`src/ssv_pkg.sv`:
```
package ssv_pkg;

  // Hold and expiry periods in their own units
  localparam int unsigned RESET_HOLD_PERIOD_MS = 200;
  localparam int unsigned WATCHDOG_EXPIRY_PERIOD_MS = 1600;
  localparam int unsigned CLK_FREQ_HZ = 125_000_000;
  localparam int unsigned MS_PER_S = 1000;

  // Cycle counts derived from the clock rate
  localparam longint unsigned RESET_HOLD_CYCLES =
    longint'(RESET_HOLD_PERIOD_MS) * CLK_FREQ_HZ / MS_PER_S;
  localparam longint unsigned WATCHDOG_EXPIRY_CYCLES =
    longint'(WATCHDOG_EXPIRY_PERIOD_MS) * CLK_FREQ_HZ / MS_PER_S;

  // Counter width, enough for the longest default count
  localparam int unsigned CNT_W = 32;

  // Reset line states
  localparam logic RST_ACTIVE_N = 1'b0;
  localparam logic RST_IDLE_N = 1'b1;

  // Supervisor states, Gray coded along the path
  typedef enum logic [1:0] {
    SSV_HOLD = 2'b00,
    SSV_STRETCH = 2'b01,
    SSV_RUN = 2'b11,
    SSV_PULSE = 2'b10
  } ssv_state_t;

  // Synchronised external causes
  typedef struct packed {
    logic supply_low;
    logic low_line;
    logic manual_reset_request_n;
    logic watchdog_toggle_in;
  } ssv_inputs_t;

  // Synchroniser reset value: supply low, low line, no request, line low
  localparam ssv_inputs_t SSV_SYNC_RESET = '{
    supply_low: 1'b1,
    low_line: 1'b1,
    manual_reset_request_n: 1'b1,
    watchdog_toggle_in: 1'b0
  };

endpackage : ssv_pkg

```
`src/ssv_supervisor.sv`:
```
`timescale 1ns/100ps
module ssv_supervisor #(
  parameter longint unsigned HOLD_CYCLES = ssv_pkg::RESET_HOLD_CYCLES,
  parameter longint unsigned EXPIRY_CYCLES = ssv_pkg::WATCHDOG_EXPIRY_CYCLES
) (
  // Clock and reset
  input wire logic i_core_clk,
  input wire logic i_reset_n,
  // Causes from pins
  input wire logic i_supply_low,
  input wire logic i_low_line,
  input wire logic i_manual_reset_request_n,
  input wire logic i_watchdog_toggle_in,
  // Reset and warning outputs
  output logic o_reset_n,
  output logic o_reset,
  output logic o_low_line_warning_n
);
  import ssv_pkg::*;

  // Build-time period checks, refused at elaboration
  localparam longint unsigned CNT_LIMIT = 64'h1 << CNT_W;
  if (HOLD_CYCLES < 1) begin : g_hold_short
    $error("hold count must be at least one cycle");
  end
  if (HOLD_CYCLES > CNT_LIMIT) begin : g_hold_long
    $error("hold count does not fit the counter");
  end
  if (EXPIRY_CYCLES < 1) begin : g_exp_short
    $error("expiry count must be at least one cycle");
  end
  if (EXPIRY_CYCLES > CNT_LIMIT) begin : g_exp_long
    $error("expiry count does not fit the counter");
  end

  // Last counter values, fixed per build
  localparam logic [CNT_W-1:0] HOLD_LAST = CNT_W'(HOLD_CYCLES - 1);
  localparam logic [CNT_W-1:0] EXP_LAST = CNT_W'(EXPIRY_CYCLES - 1);

  // Reset is asserted in every state but the run state
  function automatic logic f_reset_on(input ssv_state_t st);
    return (st != SSV_RUN);
  endfunction

  // Counter has reached its last cycle
  function automatic logic f_at_last(input logic [CNT_W-1:0] cnt,
    input logic [CNT_W-1:0] last);
    return (cnt == last);
  endfunction

  // One step of a period counter, never steps past the top by the checks
  function automatic logic [CNT_W-1:0] f_step(input logic [CNT_W-1:0] cnt);
    return cnt + 1'b1;
  endfunction

  // Pin samples, synchroniser stages and edge memory
  ssv_inputs_t pins_in;
  ssv_inputs_t meta_q;
  ssv_inputs_t sync_q;
  logic wd_prev_q;

  // Supervisor state, period counters and warning flop
  ssv_state_t state_q;
  ssv_state_t state_d;
  logic [CNT_W-1:0] hold_cnt_q;
  logic [CNT_W-1:0] hold_cnt_d;
  logic [CNT_W-1:0] wd_cnt_q;
  logic [CNT_W-1:0] wd_cnt_d;
  logic llo_q;

  // Gather the asynchronous causes into one word
  assign pins_in = {i_supply_low, i_low_line, i_manual_reset_request_n,
    i_watchdog_toggle_in};

  // First synchroniser stage
  always_ff @(posedge i_core_clk or negedge i_reset_n) begin
    if (!i_reset_n) begin
      meta_q <= SSV_SYNC_RESET;
    end else begin
      meta_q <= pins_in;
    end
  end

  // Second stage, the only reader of the first
  always_ff @(posedge i_core_clk or negedge i_reset_n) begin
    if (!i_reset_n) begin
      sync_q <= SSV_SYNC_RESET;
    end else begin
      sync_q <= meta_q;
    end
  end

  // Last synchronised watchdog level, for edge detection
  always_ff @(posedge i_core_clk or negedge i_reset_n) begin
    if (!i_reset_n) begin
      wd_prev_q <= SSV_SYNC_RESET.watchdog_toggle_in;
    end else begin
      wd_prev_q <= sync_q.watchdog_toggle_in;
    end
  end

  // Reset causes
  wire level_cause = sync_q.supply_low | ~sync_q.manual_reset_request_n;
  wire wd_edge = sync_q.watchdog_toggle_in ^ wd_prev_q;

  // Counter end points
  wire hold_done = f_at_last(hold_cnt_q, HOLD_LAST);
  wire wd_expired = f_at_last(wd_cnt_q, EXP_LAST) & ~wd_edge;

  // Reset state now and next
  wire in_reset = f_reset_on(state_q);
  wire reset_on_d = f_reset_on(state_d);

  // Next state and hold counter
  always_comb begin
    state_d = state_q;
    hold_cnt_d = hold_cnt_q;
    case (state_q)
      SSV_HOLD: begin
        hold_cnt_d = '0;
        if (!level_cause) begin
          state_d = SSV_STRETCH;
        end
      end
      SSV_STRETCH, SSV_PULSE: begin
        if (level_cause) begin
          state_d = SSV_HOLD;
          hold_cnt_d = '0;
        end else if (hold_done) begin
          state_d = SSV_RUN;
          hold_cnt_d = '0;
        end else begin
          hold_cnt_d = f_step(hold_cnt_q);
        end
      end
      SSV_RUN: begin
        hold_cnt_d = '0;
        if (level_cause) begin
          state_d = SSV_HOLD;
        end else if (wd_expired) begin
          state_d = SSV_PULSE;
        end
      end
      default: begin
        state_d = SSV_HOLD;
        hold_cnt_d = '0;
      end
    endcase
  end

  // Watchdog counter: held clear in reset, restarted by any edge
  always_comb begin
    if (in_reset) begin
      wd_cnt_d = '0;
    end else if (wd_edge) begin
      wd_cnt_d = '0;
    end else if (wd_expired) begin
      wd_cnt_d = '0;
    end else begin
      wd_cnt_d = f_step(wd_cnt_q);
    end
  end

  // State register
  always_ff @(posedge i_core_clk or negedge i_reset_n) begin
    if (!i_reset_n) begin
      state_q <= SSV_HOLD;
    end else begin
      state_q <= state_d;
    end
  end

  // Period counter registers
  always_ff @(posedge i_core_clk or negedge i_reset_n) begin
    if (!i_reset_n) begin
      hold_cnt_q <= '0;
      wd_cnt_q <= '0;
    end else begin
      hold_cnt_q <= hold_cnt_d;
      wd_cnt_q <= wd_cnt_d;
    end
  end

  // Low-line warning flop, shown low during reset too
  always_ff @(posedge i_core_clk or negedge i_reset_n) begin
    if (!i_reset_n) begin
      llo_q <= RST_ACTIVE_N;
    end else begin
      llo_q <= ~sync_q.low_line;
    end
  end

  // Both polarities from the same next-state decode
  always_ff @(posedge i_core_clk or negedge i_reset_n) begin
    if (!i_reset_n) begin
      o_reset_n <= RST_ACTIVE_N;
      o_reset <= ~RST_ACTIVE_N;
    end else begin
      o_reset_n <= reset_on_d ? RST_ACTIVE_N : RST_IDLE_N;
      o_reset <= reset_on_d;
    end
  end

  // Warning output straight from its flop
  assign o_low_line_warning_n = llo_q;

endmodule // ssv_supervisor

```
`config.mk`:
```
export PLATFORM = sky130hd
export DESIGN_NAME = ssv_supervisor
export DESIGN_NICKNAME = d
export VERILOG_FILES = /design/src/ssv_pkg.sv /design/src/ssv_supervisor.sv
export SDC_FILE = /design/constraint.sdc
export NUM_CORES = 1
export LEC_CHECK = 0
export BUFFER_PORTS_ARGS = -buffer_cell sky130_fd_sc_hd__buf_2
export CORE_ASPECT_RATIO = 0.5
export CORE_MARGIN = 1
export CORE_UTILIZATION = 66
export CTS_CLUSTER_DIAMETER = 200
export CTS_CLUSTER_SIZE = 14
export DETAILED_ROUTE_END_ITERATION = 8
export GPL_TIMING_DRIVEN = 0
export PLACE_DENSITY = 0.84
export REMOVE_ABC_BUFFERS = 1
export SLEW_MARGIN = 10
export SYNTH_ARGS = -nofsm -noshare
export SYNTH_HDL_FRONTEND = slang
export SYNTH_SLANG_ARGS = --single-unit
```
`constraint.sdc`:
```
create_clock -name i_core_clk -period 3.7 [get_ports i_core_clk]
set_input_delay 0.185 -clock i_core_clk [delete_from_list [all_inputs] [get_ports i_core_clk]]
set_output_delay 0.185 -clock i_core_clk [all_outputs]
set_load 0.02 [all_outputs]
```
# Yosys cells after proc, flatten, opt, wreduce, memory -nomap -nowiden
# Cells that the tools add are included.
# W data, S select, Z words.
dict set report totals {
  ff_bits 78
  in_bits 6
  out_inout_bits 3
}
dict set report op_classes {
  add_sub_neg 2
  eq_ne 7
  n_mux 13
  bitwise_logic 6
  reduce_logical 3
}
# cell n
set ops {}
lappend ops {{$mux W32} 5}
lappend ops {{$add A32 B1 Y32 const B} 2}
lappend ops {{$pmux W32 S2} 1}
lappend ops {{$eq A32 B25 Y1 const B} 1}
lappend ops {{$eq A32 B28 Y1 const B} 1}
lappend ops {{$mux W2} 5}
lappend ops {{$pmux W2 S3} 1}
lappend ops {{$eq A2 B2 Y1 const B} 2}
lappend ops {{$ne A2 B2 Y1 const B} 2}
lappend ops {{$reduce_or A2 Y1} 2}
lappend ops {{$not A1 Y1} 3}
lappend ops {{$eq A2 B1 Y1 const B} 1}
lappend ops {{$logic_not A2 Y1} 1}
lappend ops {{$and A1 B1 Y1} 1}
lappend ops {{$mux W1} 1}
lappend ops {{$or A1 B1 Y1} 1}
lappend ops {{$xor A1 B1 Y1} 1}

# Logic depth before layout (Yosys ltp)
# Gate-level depths: netlist of run 1.
dict set report logic_depth {
  ltp_word 8
  mapped_depth 7
  ltp_nobuf 7
}

# Least setup slack after synthesis of run 1
# No wires, ideal clock.
dict set report synth_path {
  path_type {reg-to-reg}
  from {register wd_cnt_q[12]}
  to {register o_reset}
  arrival_ns 2.163
  setup_slack_ns 1.460
  stages_incl_launch_ff 6
  n_path_buf 0
  cell_sequence {dfrtp_1 or4_1 or3_1 or4_1 o32a_1 a21bo_1}
}
dict set report synth_between {
  elab_chain_len 6
}
# item line_no
set synth_rtl {}
lappend synth_rtl {{start: declaration} ssv_supervisor.sv:67} ;# logic [CNT_W-1:0] wd_cnt_q;
lappend synth_rtl {{start signal: assignment} ssv_supervisor.sv:180} ;# wd_cnt_q <= wd_cnt_d;
lappend synth_rtl {{$eq A32 B28 Y1} ssv_supervisor.sv:48} ;# return (cnt == last);
lappend synth_rtl {{$and A1 B1 Y1} ssv_supervisor.sv:108} ;# wire wd_expired = f_at_last(wd_cnt_q, EXP_LAST) & ~wd_edge;
lappend synth_rtl {{$mux W2} ssv_supervisor.sv:140} ;# end else if (wd_expired) begin
lappend synth_rtl {{$mux W2} ssv_supervisor.sv:138} ;# if (level_cause) begin
lappend synth_rtl {{$pmux W2 S3} ssv_supervisor.sv:118} ;# case (state_q)
lappend synth_rtl {{$ne A2 B2 Y1} ssv_supervisor.sv:42} ;# return (st != SSV_RUN);
lappend synth_rtl {{net reset_on_d} ssv_supervisor.sv:112} ;# wire reset_on_d = f_reset_on(state_d);
lappend synth_rtl {{end signal: assignment} ssv_supervisor.sv:197} ;# o_reset <= ~RST_ACTIVE_N;
lappend synth_rtl {{end signal: assignment} ssv_supervisor.sv:200} ;# o_reset <= reset_on_d;
lappend synth_rtl {{end: declaration} ssv_supervisor.sv:16} ;# output logic o_reset,
# The timed path passes the listed nets, and every way through them passes these cells.

# Worst setup path after layout of run 1
dict set report layout_path {
  from {register wd_cnt_q[12]}
  to {register wd_cnt_q[15]}
}
dict set report layout_between {
  elab_chain_len 5
  word_cells_on_any_way 6
  classes_between {add/sub: 1; eq/ne: 1; mux: 3; bitwise: 1}
}
# item line_no
set layout_rtl {}
lappend layout_rtl {{branches (longest 2 deep; another with $add A32 B1 Y32)} -}
lappend layout_rtl {{$mux W32 (*)} ssv_supervisor.sv:157} ;# end else if (wd_expired) begin
lappend layout_rtl {{$mux W32 (*)} ssv_supervisor.sv:155} ;# end else if (wd_edge) begin
lappend layout_rtl {{$mux W32 (*)} ssv_supervisor.sv:153} ;# if (in_reset) begin
lappend layout_rtl {{net wd_cnt_d[15]} ssv_supervisor.sv:68} ;# logic [CNT_W-1:0] wd_cnt_d;
# Mark *: on every way through the listed nets, which the timed path passes.

==> summary.txt, run 1 <==
Status -> completed
R2R depth -> 5
Critical path peak fanout -> 32
Worst vdd ir -> 0.2990 mV
CP Capture Type -> flop
Flop pwr share -> 0.573
Area of the core -> 5135 um2
Setup bufs post-CTS -> 0
Max transition margin -> 0.2326
CTS H-tree depth -> 3
TNS Setup -> 0 ps
Critical path class -> flop to flop
Hold WC Path Type -> primary input to asynchronous set/reset pin
Final setup viols -> 0
Max_cap viols -> 0
Reg-to-reg endpoint -> wd_cnt_q[15]
Detailed-route vias per instance -> 5.824
Cells taking the most area after synthesis -> dfrtp_1, xor2_1, nor2_1
Final core utilization -> 0.7839
Worst R2R Start -> wd_cnt_q[12]
Sequential cell area -> 1961 um2
Fin nets -> 389
Commonest non-fill, non-tap cell in the layout -> dfrtp_1
Worst skew pair latency -> 350 ps
Startpoint types -> flop
Post-synth cell types -> 38
Syn avg cell area -> 10.10 um2
Int Pwr -> 1.164 mW
Vias in the first global route -> 2527
Metal3 WL -> 242 um
Worst-Margin Slew -> 1148 ps
Global Route Usage Sum -> 0.2648
Detail Placement HPWL -> 4554 um
Residual DRC -> 0
Sw frac -> 0.2400
Final hold vios -> 0
Cell Area, Synth -> 3675 um2
Reg clk slew, reported paths -> 80 ps
Synthesis-stage register bit count -> 78
Post-CTS Resized -> 0
Post-synth top flop -> dfrtp_1
Max Fclk -> 337.2 MHz
# diodes -> 0
Post-synth EDFFs -> 0
Combinational Power Share -> 0.060
Placed cell area -> 3801 um2
Global route overflow -> 0
Row count -> 18
Final Cycle Share -> 0.8014
CTS buffer count -> 9
CTS sink cnt -> 78
Antenna violations before repair -> 0
Drt first pass iters -> 4
Pin count of the biggest net entering global routing -> 55
DRT met1 WL -> 3190 um
Yosys top cell area share -> 0.4835
DR WL/cell -> 15.23 um
Yosys warns -> 0
Post-Syn Instances -> 364
RePlAce Congestion -> 0.8223
Total detailed-routing wirelength -> 6915 um
Switch Pwr -> 0.3675 mW
IO Port Bufs -> 8
Number of fill cells -> 328
Root buffer cell -> clkbuf_8
CTS Buffer Depth -> 2
Share of cells above drive strength 1 -> 0.09635
Top Layer Used -> met4
Clk pwr share -> 0.368
Cell Pwr Density -> 380.4 nW/um2
Reg-to-reg setup timing slack -> 730 ps
Post-route ant nets -> 0
Die Ht -> 54.77 um
Routed wire length on met2 -> 3429 um
Vias -> 2644
Slew Limit Fails -> 0
Yosys top cell by area -> dfrtp_1
Starting density of the core -> 0.7156
Final instance area -> 4025 um2
Chip width -> 107.5 um
Critical Path RT -> 3870 ps
Layout Area Growth over Synthesis -> 9.534%
Crit path time final -> 2965 ps
Hold buffers post-CTS -> 5
Area of the multi-input gates -> 1658 um2
Commonest cells after routing, fill and taps aside -> dfrtp_1, nor2_1, xor2_1
Worst endpoint data arrival time -> 3140 ps
LEAKAGE -> 1.650 nW
Die area -> 5889 um2
Seq/Total Area, Yosys -> 0.5335
Clock skew -> 12.80 ps
First-pass GRT wire length -> 11450 um
TritonCTS clock tree -> built
Initial DRC Count -> 99
RSZ-0062 raised after global routing -> no
Ys async rst share -> 1.000
Top Ports -> 9
per-layer routing:
metal | GRT usage | up-vias
met4 | 0.09589 | 0
met3 | 0.08571 | 6
met1 | 0.3194 | 1321
met2 | 0.4605 | 36
li1 | - | 1281
met5 | 0 | -
flip-flops by register name, summed over array words and instances (netlist names):
signal                cells
sync_q                    4
hold_cnt_q               32
wd_prev_q                 1
meta_q                    4
o_reset_n                 1
o_reset                   1
state_q                   2
o_low_line_warning_n      1
wd_cnt_q                 32
Yosys cell counts, drive strengths merged, types with 2 or more instances:
| master | number |
|---|---|
| nor2 | 68 |
| clkbuf | 8 |
| nor4 | 4 |
| nor3 | 7 |
| a21oi | 3 |
| or4b | 2 |
| inv | 6 |
| dfrtp | 71 |
| xnor2 | 11 |
| or3 | 3 |
| nand3 | 30 |
| ha | 4 |
| and3 | 12 |
| or4 | 2 |
| and2 | 3 |
| nand4 | 25 |
| nand2 | 23 |
| buf | 3 |
| o21ai | 3 |
| and4 | 8 |
| dfstp | 7 |
| xor2 | 48 |
through the flow:
stage	cells	hold slack [ps]	setup WS [ps]	power, mW
after floorplan	353	-110.6	1194	0.9408
after global placement	431	289.5	829.5	0.9683
after detailed placement	433	113.5	794.8	0.9811
after CTS	454	274.6	784.9	1.537
after global routing	454	302.8	512.2	1.586
final	454	278.9	734.7	1.531
kinds of logic after synthesis:
family,after synthesis,share of synthesized area
xor+xnor,59,0.1406
buf+inv,17,0.01838
mux,1,0.003064
simple gates,194,0.2710
fa+ha+maj,4,0.01362
flops,78,0.5335
compound gates,11,0.01975
layout make-up:
class / instances / share of cell area
repair buffers: 15 / 0.03171
well taps: 70 / 0.02176
multi-input cells: 269 / 0.4119
clock inverters: 3 / 0.004974
flip-flops and latches: 78 / 0.4871
clock buffers: 13 / 0.03699
inverters: 6 / 0.005595
power by group through the flow:
stage               registers [mW]  clock network, mW  logic, mW
floorplan                    0.892                  0     0.0490
global placement             0.892                  0     0.0765
detailed placement           0.894                  0     0.0874
CTS                          0.877              0.569     0.0917
global route                 0.879              0.605      0.103
finish                       0.877              0.563     0.0914
how the worst max path moves through the flow:
stage / from / end / slack, ps / depth (start not counted)
floorplan: wd_cnt_q[12] / wd_cnt_q[10] / 1190 / 5
global placement: wd_cnt_q[12] / wd_cnt_q[13] / 830 / 5
detailed placement: wd_cnt_q[12] / wd_cnt_q[5] / 790 / 5
CTS: wd_cnt_q[12] / wd_cnt_q[5] / 780 / 5
global route: wd_cnt_q[12] / wd_cnt_q[15] / 510 / 5
finish: wd_cnt_q[12] / wd_cnt_q[15] / 730 / 5
worst max-delay path, stage by stage (launching register included):
cell,delay [ps]
dfrtp_1,420
or4_1,530
or3_1,410
or4_1,440
nand3_1,800
nor2_1,180
No activity file was read; power rests on OpenSTA's default activity.
==> run 2, diff against run 1 <==
--- a/config.mk
+++ b/config.mk
@@ -8,12 +8,12 @@
 export BUFFER_PORTS_ARGS = -buffer_cell sky130_fd_sc_hd__buf_2
 export CORE_ASPECT_RATIO = 0.5
 export CORE_MARGIN = 1
-export CORE_UTILIZATION = 66
+export CORE_UTILIZATION = 62
 export CTS_CLUSTER_DIAMETER = 200
 export CTS_CLUSTER_SIZE = 14
 export DETAILED_ROUTE_END_ITERATION = 8
 export GPL_TIMING_DRIVEN = 0
-export PLACE_DENSITY = 0.84
+export PLACE_DENSITY = 0.79
 export REMOVE_ABC_BUFFERS = 1
 export SLEW_MARGIN = 10
 export SYNTH_ARGS = -nofsm -noshare
==> constraint.sdc (replaced) <==
create_clock -name i_core_clk -period 2.85 [get_ports i_core_clk]
set_input_delay 0.1425 -clock i_core_clk [delete_from_list [all_inputs] [get_ports i_core_clk]]
set_output_delay 0.1425 -clock i_core_clk [all_outputs]
set_load 0.02 [all_outputs]
==> run 2 against run 1 <==
Flip-flop and latch count did not move. Global-route usage fell by 0.15 points. First-iteration DRC count rose by 20%. Non-clock buffer count did not move. Critical path type unchanged.
==> summary.txt, run 2 (synthesis results as in run 1) <==
Status -> completed
Vias -> 2648
Placed cell area -> 3805 um2
Critical path class -> flop to flop
Post-route ant nets -> 0
Flop pwr share -> 0.465
IO Port Bufs -> 8
Detailed-route vias per instance -> 5.794
Crit path from -> wd_cnt_q[12]
Startpoint types -> flop
RePlAce Congestion -> 0.7948
Max_cap viols -> 0
Drt first pass iters -> 4
CTS H-tree depth -> 3
Switch Pwr -> 0.5068 mW
Total detailed-routing wirelength -> 7252 um
RSZ-0062 raised after global routing -> no
CTS buffer count -> 9
First-pass GRT wire length -> 12600 um
Cell Pwr Density -> 585.3 nW/um2
Reg clk slew, reported paths -> 60 ps
Final hold vios -> 0
Combinational Power Share -> 0.050
Vias in the first global route -> 2773
Fin nets -> 389
Commonest non-fill, non-tap cell in the layout -> dfrtp_1
LEAKAGE -> 1.732 nW
DRT met1 WL -> 3217 um
Critical path peak fanout -> 32
Residual DRC -> 0
Reg-to-reg setup timing slack -> 280 ps
Max Fclk -> 388.9 MHz
R2R depth -> 5
Row count -> 19
Final Cycle Share -> 0.9023
Int Pwr -> 1.943 mW
Top Ports -> 9
Pin count of the biggest net entering global routing -> 49
Number of fill cells -> 385
Slew Limit Fails -> 0
Critical Path RT -> 3040 ps
DR WL/cell -> 15.87 um
Die area -> 6258 um2
TNS Setup -> 0 ps
Starting density of the core -> 0.6578
Worst-Margin Slew -> 1014 ps
Die Ht -> 56.44 um
Commonest cells after routing, fill and taps aside -> dfrtp_1, nor2_1, xor2_1
Tot Pwr -> 2.450 mW
# diodes -> 0
Reg-to-reg endpoint -> wd_cnt_q[10]
Worst skew pair latency -> 330 ps
Share of cells above drive strength 1 -> 0.1068
Metal3 WL -> 280 um
Worst R2R Start -> wd_cnt_q[12]
Routed wire length on met2 -> 3649 um
Final setup viols -> 0
CTS sink cnt -> 78
Area of the core -> 5587 um2
Global route overflow -> 0
Clk pwr share -> 0.485
Hold WC Path Type -> primary input to asynchronous set/reset pin
Antenna violations before repair -> 0
Chip width -> 110.9 um
Detail Placement HPWL -> 4647 um
Crit path time final -> 2572 ps
Clock skew -> 3.962 ps
Initial DRC Count -> 119
Final Worst Setup Slack -> 278.4 ps
Final instance area -> 4185 um2
Worst vdd ir -> 0.4591 mV
Worst endpoint data arrival time -> 2760 ps
CTS Buffer Depth -> 2
Global Route Usage Sum -> 0.2633
Top Layer Used -> met4
Layout Area Growth over Synthesis -> 13.89%
Largest registers -> hold_cnt_q (32), wd_cnt_q (32)
TritonCTS clock tree -> built
Root buffer cell -> clkbuf_16
CP Capture Type -> flop
Max transition margin -> 0.3227
Sw frac -> 0.2069
Setup WS pre-CTS -> -111.5 ps
==> run 2: cell count changes in the layout (fill, tap and decap cells not counted) <==
| cell | delta |
|---|---|
| clkbuf_16 | +9 |
| nand3_2 | +1 |
| clkinv_2 | +1 |
| bufinv_16 | +1 |
| nand3_1 | -1 |
| clkbuf_1 | -3 |
| clkbuf_8 | -6 |
| clkinvlp_4 | -2 |
==> run 2: metrics by stage <==
stage          hold slack, ps  utilization  instances
3_5_place_dp            111.3       0.6811        436
6_report                287.7       0.7492        457
2_1_floorplan          -153.1            -        353
5_1_grt                 315.5       0.7492        457
4_1_cts                 294.0       0.7483        457
3_3_place_gp            246.8       0.6732        434
==> run 2: power by group through the flow <==
stage                     Sequential, mW  Clock [mW]  Combinational, mW
after floorplan                     1.16           0             0.0636
after global placement              1.16           0              0.100
after detailed placement            1.16           0              0.115
after CTS                           1.14        1.22              0.123
after global routing                1.14        1.26              0.138
final                               1.14        1.19              0.121
==> run 2: cell type report <==
cell class	instances	area [um2]	area share
clock inverter	3	40.04	0.009567
timing repair buffer	15	127.6	0.03049
sequential	78	1961	0.4685
tap	73	91.34	0.02182
multi-input combinational	269	1663	0.3973
clock buffer	13	280.3	0.06697
inverter	6	22.52	0.005381
==> run 2: what timing repair did <==
item | in CTS | in global routing
resized for setup | 1 | 0
endpoints found under the setup margin | 32 | 0
endpoints found under the hold margin | 29 | 0
hold buffers | 5 | 0
buffers inserted | 0 | 0
==> run 2: worst max-delay path: stages (launching register included) <==
cell	delay [ps]
dfrtp_1	410
or4_1	520
or3_1	410
or4_1	470
nand3_2	460
nor2_1	140
==> run 2: per-layer routing <==
metal	up-vias	track usage
met2	36	0.4552
met3	12	0.08423
met4	0	0.09905
li1	1280	-
met5	-	0
met1	1320	0.3124
==> run 2: worst max-delay path by stage <==
stage	cells past startpoint	slack, ps	to
floorplan	5	340	wd_cnt_q[10]
global placement	5	-40	wd_cnt_q[25]
detailed placement	5	-110	wd_cnt_q[31]
CTS	5	280	wd_cnt_q[10]
global route	5	130	hold_cnt_q[18]
finish	5	280	wd_cnt_q[10]
==> run 3, diff against run 2 <==
--- a/config.mk
+++ b/config.mk
@@ -6,7 +6,7 @@
 export NUM_CORES = 1
 export LEC_CHECK = 0
 export BUFFER_PORTS_ARGS = -buffer_cell sky130_fd_sc_hd__buf_2
-export CORE_ASPECT_RATIO = 0.5
+export CORE_ASPECT_RATIO = 0.9
 export CORE_MARGIN = 1
 export CORE_UTILIZATION = 62
 export CTS_CLUSTER_DIAMETER = 200
==> run 3 against run 2 <==
Combinational power hardly changed. Clock skew is 2.6 ps higher. Highest routed layer unchanged. Largest power group is now sequential cells. Global-route usage is 3.4 points lower. Final cell count is 0.66% lower. Setup slack worse by 68 ps.
==> summary.txt, run 3 (synthesis results as in run 1) <==
Pin count of the biggest net entering global routing -> 54
Worst skew pair latency -> 350 ps
TritonCTS clock tree -> built
Hold WC Path Type -> primary input to asynchronous set/reset pin
RSZ-0062 raised after global routing -> no
Residual DRC -> 0
CTS sink cnt -> 78
Post-route ant nets -> 0
Starting density of the core -> 0.6455
CP Capture Type -> flop
Die area -> 6239 um2
Worst vdd ir -> 0.4635 mV
Worst-Margin Slew -> 1030 ps
Final Cycle Share -> 0.9263
CTS buffer count -> 9
Critical Path RT -> 3050 ps
CTS H-tree depth -> 3
Share of cells above drive strength 1 -> 0.1042
DR WL/cell -> 14.80 um
Worst endpoint data arrival time -> 2840 ps
Reg-to-reg setup timing slack -> 210 ps
Final setup viols -> 0
Area of the core -> 5693 um2
CTS Buffer Depth -> 2
Commonest cells after routing, fill and taps aside -> dfrtp_1, nor2_1, xor2_1
Detailed-route vias per instance -> 5.817
First-pass GRT wire length -> 11230 um
Placed cell area -> 3801 um2
Vias -> 2641
Vias in the first global route -> 2434
Fin nets -> 389
Final hold vios -> 0
Critical path peak fanout -> 32
Critical path class -> flop to flop
LEAKAGE -> 1.681 nW
Initial DRC Count -> 222
Global Route Usage Sum -> 0.2296
Placed Instances -> 433
CP max stage delay -> 560 ps
Reg clk slew, reported paths -> 80 ps
Drt first pass iters -> 4
Global route overflow -> 0
Max transition margin -> 0.3117
Final instance area -> 4084 um2
Critical path cell sequence -> or4_1 -> or3_1 -> or4_1 -> nand3_2 -> a21oi_1
# diodes -> 0
Status -> completed
Max_cap viols -> 0
Max Fclk -> 378.8 MHz
Commonest non-fill, non-tap cell in the layout -> dfrtp_1
Setup WS pre-CTS -> -194.0 ps
IO Port Bufs -> 8
Die Ht -> 75.04 um
Most common cell on crit path -> or4_1
Antenna violations before repair -> 0
Top Ports -> 9
Tot Pwr -> 2.183 mW
Detail Placement HPWL -> 4395 um
Crit path time final -> 2640 ps
Largest registers -> hold_cnt_q (32), wd_cnt_q (32)
RePlAce Congestion -> 0.7656
Layout Area Growth over Synthesis -> 11.13%
Slew Limit Fails -> 0
Root buffer cell -> clkbuf_8
Startpoint types -> flop
Final Worst Setup Slack -> 210.1 ps
Cell Pwr Density -> 534.5 nW/um2
Crit path max-delay cell type -> or4_1
Number of fill cells -> 412
Clock skew -> 6.515 ps
Total detailed-routing wirelength -> 6718 um
Final cell count without fillers -> 454
Chip width -> 83.15 um
Row count -> 26
==> run 3: changes by cell type in the layout (fill, tap and decap cells not counted) <==
cell        change
inv_6           +1
clkinvlp_4      +1
bufinv_16       +1
clkbuf_16       -9
clkinv_2        -1
clkbuf_8        +6
clkbuf_1        +1
==> run 3: cell type report <==
cell class / count / area, um2 / area share
inverter: 6 / 22.52 / 0.005515
tap: 70 / 87.58 / 0.02145
clock buffer: 11 / 141.4 / 0.03462
multi-input combinational: 269 / 1663 / 0.4072
timing repair buffer: 15 / 127.6 / 0.03125
sequential: 78 / 1961 / 0.4801
clock inverter: 5 / 81.33 / 0.01991
==> run 3: final timing paths <==
| kind | startpoint | end | cells after the start |
|---|---|---|---|
| min in group i_core_clk | meta_q[0] | sync_q[0] | 0 |
| worst min-delay path | i_reset_n | hold_cnt_q[25] | 2 |
| worst max register to register | wd_cnt_q[12] | wd_cnt_q[30] | 5 |
| max in group asynchronous | i_reset_n | sync_q[3] | 3 |
| worst min register to register | meta_q[0] | sync_q[0] | 0 |
| worst max-delay path | wd_cnt_q[12] | wd_cnt_q[30] | 5 |
==> run 3: metrics by stage <==
stage / utilization / hold slack (ps) / setup TNS, ps
detailed placement: 0.6677 / 77.41 / -4282
floorplan: - / -153.1 / 0
finish: 0.7174 / 244.0 / 0
global route: 0.7174 / 295.3 / 0
CTS: 0.7165 / 249.8 / 0
global placement: 0.6600 / 247.9 / -2582
==> run 3: power breakdown <==
| part | switching [mW] | leakage [nW] | total [mW] | internal [mW] |
|---|---|---|---|---|
| clock | 0.405 | 0.110 | 0.924 | 0.519 |
| sequential | 0.0127 | 1.05 | 1.14 | 1.13 |
| combinational | 0.0755 | 0.516 | 0.121 | 0.0451 |
| total | 0.493 | 1.68 | 2.18 | 1.69 |
==> run 3: timing repair <==
item / CTS / global route
endpoints found under the hold margin: 29 / 0
setup buffers: 0 / 0
endpoints found under the setup margin: 32 / 0
hold buffers: 5 / 0
gates resized for setup: 1 / 0
==> run 3: critical path: cells and delay by family (launching register included) <==
kind / cells / cell delay (ps)
simple gates: 4 / 1940
compound gates: 1 / 130
flops: 1 / 420
==> run 3: routing by layer <==
| layer | GRT usage | wire length [um] | part of all wire |
|---|---|---|---|
| met1 | 0.3245 | 3365 | 0.50 |
| met2 | 0.3570 | 3046 | 0.45 |
| met3 | 0.05702 | 286 | 0.043 |
| met4 | 0.07280 | 20 | 0.0030 |
| met5 | 0 | 0 | 0 |
